<file path="src/pkg/ldq_pkg.sv">
/*
  Constants shared by the log dimming quantizer and its duty meter.
  Assumes a 25 MHz sampling clock.
*/
package ldq_pkg;
  // ****************************************
  // Clock, channels, dimming period
  // ****************************************
  localparam int CLK_HZ = 25_000_000;
  localparam int NUM_CH = 6;
  localparam int DUTY_STEPS = 1000;
  localparam logic [9:0] STEP_LAST = 10'(DUTY_STEPS - 1);
  // ****************************************
  // Dimming frequency ranges and divisors
  // ****************************************
  localparam int LF_MIN_HZ = 100;
  localparam int LF_MAX_HZ = 2000;
  localparam int HF_MIN_HZ = 1500;
  localparam int HF_MAX_HZ = 20000;
  // Smallest divisors round up so the fastest rate stays inside its range
  localparam logic [7:0] LF_DIV_MIN =
    8'((CLK_HZ + LF_MAX_HZ * DUTY_STEPS - 1) / (LF_MAX_HZ * DUTY_STEPS));
  localparam logic [7:0] LF_DIV_MAX = 8'(CLK_HZ / (LF_MIN_HZ * DUTY_STEPS));
  localparam logic [7:0] HF_DIV_MIN =
    8'((CLK_HZ + HF_MAX_HZ * DUTY_STEPS - 1) / (HF_MAX_HZ * DUTY_STEPS));
  localparam logic [7:0] HF_DIV_MAX = 8'(CLK_HZ / (HF_MIN_HZ * DUTY_STEPS));
  // ****************************************
  // Duty measurement and level thresholds
  // ****************************************
  localparam int SAMPLE_BITS = 10;
  localparam int WIN_BITS_DEF = 18;
  localparam int AVG_SHIFT = 2;
  localparam int LEVEL_SHIFT = 6;
  localparam logic [9:0] LEVEL_STEP = 10'h040;
  localparam logic [3:0] LEVEL_TOP = 4'hF;
  localparam int THR_BP = 416;
  localparam int HYST_BP = 200;
  localparam logic [9:0] THR_CNT = 10'(THR_BP * 1024 / 10000);
  localparam logic [9:0] HYST_CNT = 10'(HYST_BP * 1024 / 10000);
  localparam logic [9:0] SAMPLE_MAX = 10'h3FF;
  // ****************************************
  // Output duty per level, in steps of 0.1 percent
  // ****************************************
  localparam logic [9:0] DR_TABLE [16] = '{
    10'h000, 10'h00A, 10'h00E, 10'h013, 10'h01B, 10'h025, 10'h034, 10'h048,
    10'h064, 10'h08C, 10'h0BE, 10'h10E, 10'h172, 10'h208, 10'h2D0, 10'h3E8};
  // ****************************************
  // Reset values and fault limit
  // ****************************************
  localparam logic [3:0] LEVEL_RST = 4'h0;
  localparam logic [9:0] AVG_RST = 10'h000;
  localparam logic [2:0] FAULT_LIMIT = 3'h4;
endpackage

</file>
<file path="src/rtl/ldq_quantizer.sv">
/*
  Log dimming quantizer: averages the host duty command, picks one of 16
  levels with hysteresis, generates the internal dimming pulse, gates the
  boost stage and channels, and latches per-channel faults.
  Assumes comparator flags for each channel sense pin and a reset that
  stands for a power cycle.
*/
`timescale 1ns/1ps
module ldq_quantizer
  import ldq_pkg::*;
#(
  parameter int WIN_BITS = WIN_BITS_DEF
) (
  // Clock and reset
  input wire logic sys_clk,
  input wire logic rst_b,
  // Host dimming inputs
  input wire logic dutyCmdIn,
  input wire logic rangeSelIn,
  input wire logic dimFreqSelDirect,
  input wire logic [7:0] dimRateCode,
  // Enable
  input wire logic enableIn,
  // Channel sense comparators
  input wire logic [NUM_CH-1:0] senseLowIn,
  input wire logic [NUM_CH-1:0] senseHighIn,
  // Drive outputs
  output logic dimRatioPulse,
  output logic boostSwitchEn,
  output logic feedbackGroundSwitch,
  output logic [NUM_CH-1:0] chanSinkEn,
  output logic [NUM_CH-1:0] chanSenseOe,
  // Status
  output logic [3:0] dimLevel,
  output logic [NUM_CH-1:0] chanFault
);
  typedef struct packed {
    logic [1:0] dutyS;
    logic [1:0] rangeS;
    logic [1:0] directS;
    logic [1:0] enS;
    logic [1:0][NUM_CH-1:0] lowS;
    logic [1:0][NUM_CH-1:0] highS;
    logic [9:0] avg;
    logic [3:0] level;
    logic [7:0] divCnt;
    logic [9:0] step;
    logic [9:0] dutyLatch;
    logic pulse;
    logic [NUM_CH-1:0] fault;
    logic [2:0] faultCnt;
  } ldq_state_t;

  ldq_state_t st_reg;
  ldq_state_t st_next;
  logic [SAMPLE_BITS-1:0] sample;
  logic sampleValid;
  logic [7:0] divSel;
  logic [9:0] nomVal;
  logic [9:0] upThr;
  logic [9:0] dnThr;
  logic signed [11:0] avgDiff;
  logic detectOk;
  logic taken;

  // ****************************************
  // Duty measurement
  // ****************************************
  ldq_duty_meter #(.WIN_BITS(WIN_BITS)) u_meter (
    .sys_clk(sys_clk),
    .rst_b(rst_b),
    .dutyLvl(st_reg.dutyS[1]),
    .sample(sample),
    .sampleValid(sampleValid)
  );

  // ****************************************
  // Next state
  // ****************************************
  always_comb begin
    st_next = st_reg;
    st_next.dutyS = {st_reg.dutyS[0], dutyCmdIn};
    st_next.rangeS = {st_reg.rangeS[0], rangeSelIn};
    st_next.directS = {st_reg.directS[0], dimFreqSelDirect};
    st_next.enS = {st_reg.enS[0], enableIn};
    st_next.lowS = {st_reg.lowS[0], senseLowIn};
    st_next.highS = {st_reg.highS[0], senseHighIn};
    // Averaging and level selection
    nomVal = 10'(st_reg.level) << LEVEL_SHIFT;
    upThr = nomVal + THR_CNT;
    dnThr = nomVal - LEVEL_STEP + THR_CNT - HYST_CNT;
    avgDiff = 12'(sample) - 12'(st_reg.avg);
    if (sampleValid) begin
      st_next.avg = st_reg.avg + 10'(avgDiff >>> AVG_SHIFT);
      if (st_reg.level != LEVEL_TOP && st_reg.avg > upThr) begin
        st_next.level = st_reg.level + 4'h1;
      end else if (st_reg.level != LEVEL_RST && st_reg.avg < dnThr) begin
        st_next.level = st_reg.level - 4'h1;
      end
    end
    // Dimming rate, clamped to the selected range
    if (st_reg.rangeS[1]) begin
      divSel = (dimRateCode < HF_DIV_MIN) ? HF_DIV_MIN :
               (dimRateCode > HF_DIV_MAX) ? HF_DIV_MAX : dimRateCode;
    end else begin
      divSel = (dimRateCode < LF_DIV_MIN) ? LF_DIV_MIN :
               (dimRateCode > LF_DIV_MAX) ? LF_DIV_MAX : dimRateCode;
    end
    if (st_reg.divCnt >= divSel - 8'h01) begin
      st_next.divCnt = 8'h00;
      if (st_reg.step >= STEP_LAST) begin
        st_next.step = 10'h000;
        st_next.dutyLatch = DR_TABLE[st_reg.level];
      end else begin
        st_next.step = st_reg.step + 10'h001;
      end
    end else begin
      st_next.divCnt = st_reg.divCnt + 8'h01;
    end
    if (st_reg.directS[1]) begin
      st_next.pulse = st_reg.rangeS[1];
    end else begin
      st_next.pulse = st_reg.step < st_reg.dutyLatch;
    end
    // Channel fault latches, one new fault per cycle
    detectOk = st_reg.enS[1] && st_reg.faultCnt < FAULT_LIMIT;
    taken = 1'b0;
    for (int i = 0; i < NUM_CH; i++) begin
      if (detectOk && !taken && !st_reg.fault[i] &&
          (st_reg.lowS[1][i] || st_reg.highS[1][i])) begin
        st_next.fault[i] = 1'b1;
        taken = 1'b1;
      end
    end
    if (taken) begin
      st_next.faultCnt = st_reg.faultCnt + 3'h1;
    end
  end

  always_ff @(posedge sys_clk) begin
    if (!rst_b) begin
      st_reg <= '0;
    end else begin
      st_reg <= st_next;
    end
  end

  // ****************************************
  // Outputs
  // ****************************************
  assign dimRatioPulse = st_reg.pulse;
  assign boostSwitchEn = st_reg.enS[1] && st_reg.pulse;
  assign feedbackGroundSwitch = st_reg.enS[1];
  assign chanSinkEn = {NUM_CH{boostSwitchEn}} & ~st_reg.fault;
  assign chanSenseOe = {NUM_CH{st_reg.enS[1]}} & ~st_reg.fault;
  assign dimLevel = st_reg.level;
  assign chanFault = st_reg.fault;
endmodule

</file>
<file path="src/rtl/ldq_duty_meter.sv">
/*
  Duty meter: counts high and total time of the synchronised duty command
  over a fixed window and reports the high fraction on a 1024 scale.
  Assumes its input is already synchronised to sys_clk.
*/
`timescale 1ns/1ps
module ldq_duty_meter
  import ldq_pkg::*;
#(
  parameter int WIN_BITS = WIN_BITS_DEF
) (
  // Clock and reset
  input wire logic sys_clk,
  input wire logic rst_b,
  // Duty command level
  input wire logic dutyLvl,
  // Measured duty
  output logic [SAMPLE_BITS-1:0] sample,
  output logic sampleValid
);
  typedef struct packed {
    logic [WIN_BITS-1:0] winCnt;
    logic [WIN_BITS:0] highCnt;
    logic [SAMPLE_BITS-1:0] sample;
    logic valid;
  } ldq_meter_t;

  ldq_meter_t st_reg;
  ldq_meter_t st_next;
  logic [WIN_BITS:0] highSum;

  // ****************************************
  // Window counting
  // ****************************************
  always_comb begin
    st_next = st_reg;
    highSum = st_reg.highCnt + (WIN_BITS+1)'(dutyLvl);
    st_next.winCnt = st_reg.winCnt + 1'b1;
    st_next.valid = 1'b0;
    st_next.highCnt = highSum;
    if (&st_reg.winCnt) begin
      st_next.valid = 1'b1;
      st_next.highCnt = '0;
      if (highSum[WIN_BITS]) begin
        st_next.sample = SAMPLE_MAX;
      end else begin
        st_next.sample = highSum[WIN_BITS-1 -: SAMPLE_BITS];
      end
    end
  end

  always_ff @(posedge sys_clk) begin
    if (!rst_b) begin
      st_reg <= '0;
    end else begin
      st_reg <= st_next;
    end
  end

  assign sample = st_reg.sample;
  assign sampleValid = st_reg.valid;
endmodule

</file>
<file path="config.mk">
export PLATFORM = sky130hd
export DESIGN_NAME = ldq_quantizer
export DESIGN_NICKNAME = d
export VERILOG_FILES = /design/src/pkg/ldq_pkg.sv /design/src/rtl/ldq_quantizer.sv /design/src/rtl/ldq_duty_meter.sv
export SDC_FILE = /design/constraint.sdc
export NUM_CORES = 1
export LEC_CHECK = 0
export ABC_AREA = 1
export BUFFER_PORTS_ARGS = -buffer_cell sky130_fd_sc_hd__clkbuf_2
export CAP_MARGIN = 20
export CORE_AREA = 4 4 97 167
export CTS_BUF_LIST = sky130_fd_sc_hd__clkbuf_2
export DETAILED_ROUTE_END_ITERATION = 7
export DIE_AREA = 0 0 101 171
export PLACE_DENSITY = 0.68
export SLEW_MARGIN = 20
export SYNTH_ARGS = -nofsm -noshare
export SYNTH_HDL_FRONTEND = slang
export SYNTH_SLANG_ARGS = --single-unit
</file>
<file path="constraint.sdc">
create_clock -name sys_clk -period 7.5 [get_ports sys_clk]
set_input_delay 1.5 -clock sys_clk [delete_from_list [all_inputs] [get_ports sys_clk]]
set_output_delay 1.5 -clock sys_clk [all_outputs]
set_load 0.02 [all_outputs]
</file>
==> results.toml <==
[synthesis]
seq_area_frac_synth_pct = 35.5
synth_area_per_cell_um2 = 6.97
ys_top_cells_by_area = "dfxtp_1 35%, nand2_1 12%, ha_1 9.4%, inv_1 8.9%, nor2_1 6.0%"
synth_xor_xnor_area_share_pct = 4.35
synth_area_um2 = 7450
ys.flop_type = "dfxtp_1"
syn_nets = 1153
ys_types = 47
synth_edf_count = 0
muxShareOfSynthArea_pct = 0
synth_top_area_share_pct = 35.5
synth_top_family_by_area = "simple AND/OR/NAND/NOR gates"
async_reset_ff_share_pct = 0
yosys.area_share.adder_pct = 9.95
synth_seq_cells = 132
synthSimpleGateAreaFrac_pct = 27.9
yosysTopAreaCell = "dfxtp_1"
synth_cells = 1069
synth_compound_area_share_pct = 10.7
ys_warn_count = 0

[grt]
grt_pass1_wl_um = 26000
grt_pass1_vias = 6093
grt-ovfl-total = 0
antenna_found_initial = 1
grt_usage_pct = 18.3
grt_max_degree = 71

[power_and_ir_drop]
ir_worst_vdd_uv = 117
power_density_nw_per_um2 = 155
power_w = 0.00124
leakagePower_nw = 4.07

[sta]
fin_crit_ns = 4.43
min_period_over_period_pct = 59.1
setup_violations = 0
grt_setup_unrepaired = "false"
slew_violations = 0
fin_skew_ns = 0.0410
setup_tns_ns = 0
max_freq_mhz = 226
worstMarginPinSlew_ns = 0.716
slew-limit-headroom_pct = 52.3
hold_violations = 0

[floorplan]
start_util_pct = 50.2
die_area_um2 = 17300
die_height_um = 171
ios = 51
core-area_um2 = 14800
fp.dieW_um = 101
rows = 59

[clock_network]
cts.sink_count = 132
postCtsSetupRepairBufs = 0
cts_tree = "done"
numCtsBuffers = 17
htreeDepth = 4
cts_max_path_buffers = 2
clock_latency_ns = 0.69
ctsHoldBuffers = 0
clk_pin_slew_worst_paths_ns = 0.23
cts_resized = 0
root_buffer = "clkbuf_2"

[finish]
syn2layout_area_growth_pct = 7.33
largest_reg_flops = 56
drive_gt1_share_pct = 9.10
final_common_cell = "nand2_1"
nets = 1192
layout_common_cells = "247 x nand2_1, 177 x inv_1, 132 x dfxtp_1, 119 x nor2_1, 72 x a21oi_1"

[routing]
firstDrtPassIters = 4
wl_met1_um = 6080
wl_per_cell_um = 11.7
drt_iter0_drc = 234
vias = 6476
routed_wl_um = 15300
via_per_inst = 4.96
wl_met3_um = 397
wl_met2_um = 8360
drc_errors = 0
detail-route-antenna-nets = 0
top_layer = "met4"

[setup_path]
path_cells = "clkbuf_2 -> inv_1 -> nand4_1 -> nor2_1 -> nor2_1 -> nand2_1 -> o21ai_1 -> ha_1 -> inv_1 -> nor2_1 -> nand3_1 -> nand2_1 -> nand2_1 -> ha_1 -> nand2_1 -> nor2_1 -> nand4_1 -> nand3_1 -> nand2_1 -> nand2_1 -> inv_1 -> o21ai_0 -> nor2_1"
slowest_delay_ns = 0.42
crit_type = "in -> reg"
cp-start-kind = "input pin"
critical_path_required_ns = 8.10
cp-end-kind = "register"
cpMaxStageDelayCell = "nand2_1"
critPathTopFamily = "simple AND/OR/NAND/NOR gates"
cp_data_arrival_time_ns = 5.03
path_max_fanout = 12
crit_top_cell = "nand2_1"
critPathBufInv = 4

[status]
outcome = "finished, final reports clean"

[placed_design]
io_buffers = 50
dpl.hpwl_um = 11800
place_congestion = 0.880

[worst_hold_path]
hold_class = "reg -> reg"

[flow_run]
drv_cap = 0
## final timing paths
kind,cells after the start,slack [ns],endpoint,start
worst max-delay path,23,3.07,st_reg[24]$_SDFFE_PN0P_,dimRateCode[7]
worst min-delay path,2,0.42,st_reg[62]$_SDFF_PN0_,st_next[62]$_SDFF_PN0_
worst min register to register,2,0.42,st_reg[62]$_SDFF_PN0_,st_next[62]$_SDFF_PN0_
worst max register to register,18,3.68,st_reg[24]$_SDFFE_PN0P_,st_reg[81]$_SDFF_PN0_
## worst min-delay path, stage by stage (launching register included)
cell	delay [ns]
dfxtp_1	0.35
nand2_1	0.05
inv_1	0.03
## metrics by stage
stage                     hold WS (ns)  cells  utilization (%)  area [µm²]  worst slack, ns
final                            0.416   1305             53.9        7990             3.07
after detailed placement         0.397   1272             52.2        7740             2.34
after floorplan                  0.390   1069                -        7450             3.49
after global routing             0.410   1305             53.9        7990             2.57
after CTS                        0.412   1304             53.8        7990             3.11
after global placement           0.393   1272             52.2        7740             2.49
## routing by layer
layer / vias up / GRT usage (%)
met5: - / 0
met4: 0 / 8.22
met3: 36 / 3.26
met2: 93 / 35.5
met1: 2894 / 18.5
li1: 3453 / -
## report_power, final
part	switching [W]	internal, W	total [W]
combinational	0.0000488	0.0000261	0.0000749
clock	0.000305	0.000135	0.000440
sequential	0.00000742	0.000716	0.000724
## area by class of cell
cell class / instances / area (µm²)
clock inverter: 15 / 159
tap: 183 / 229
multi-input combinational: 726 / 3940
timing repair buffer: 52 / 265
clock buffer: 17 / 85.1
sequential: 132 / 2640
inverter: 179 / 672
antenna: 1 / 2.50
fill: 1498 / 6850
## cells by family after synthesis
kind of cell,after synthesis
AO/OA/AOI/OAI,146
adder cells (fa/ha/maj),58
AND/OR/NAND/NOR,485
flip-flops,132
XOR/XNOR,37
buffers and inverters,211
## cell usage after synthesis, types with 3 or more instances
master,number
ha_1,56
a21boi_0,3
nor3_1,17
nand2_1,247
o21a_1,4
o22ai_1,4
a21oi_1,72
inv_1,177
nor2_2,4
buf_4,10
dfxtp_1,132
o21ai_0,43
o211ai_1,6
nand4_1,9
clkbuf_1,10
a31oi_1,5
nor2_1,119
xnor2_1,6
xor2_1,31
nand3_1,65
nor3b_1,4
buf_2,6
buf_6,4
Note: power is estimated with default switching activity, not from simulation.
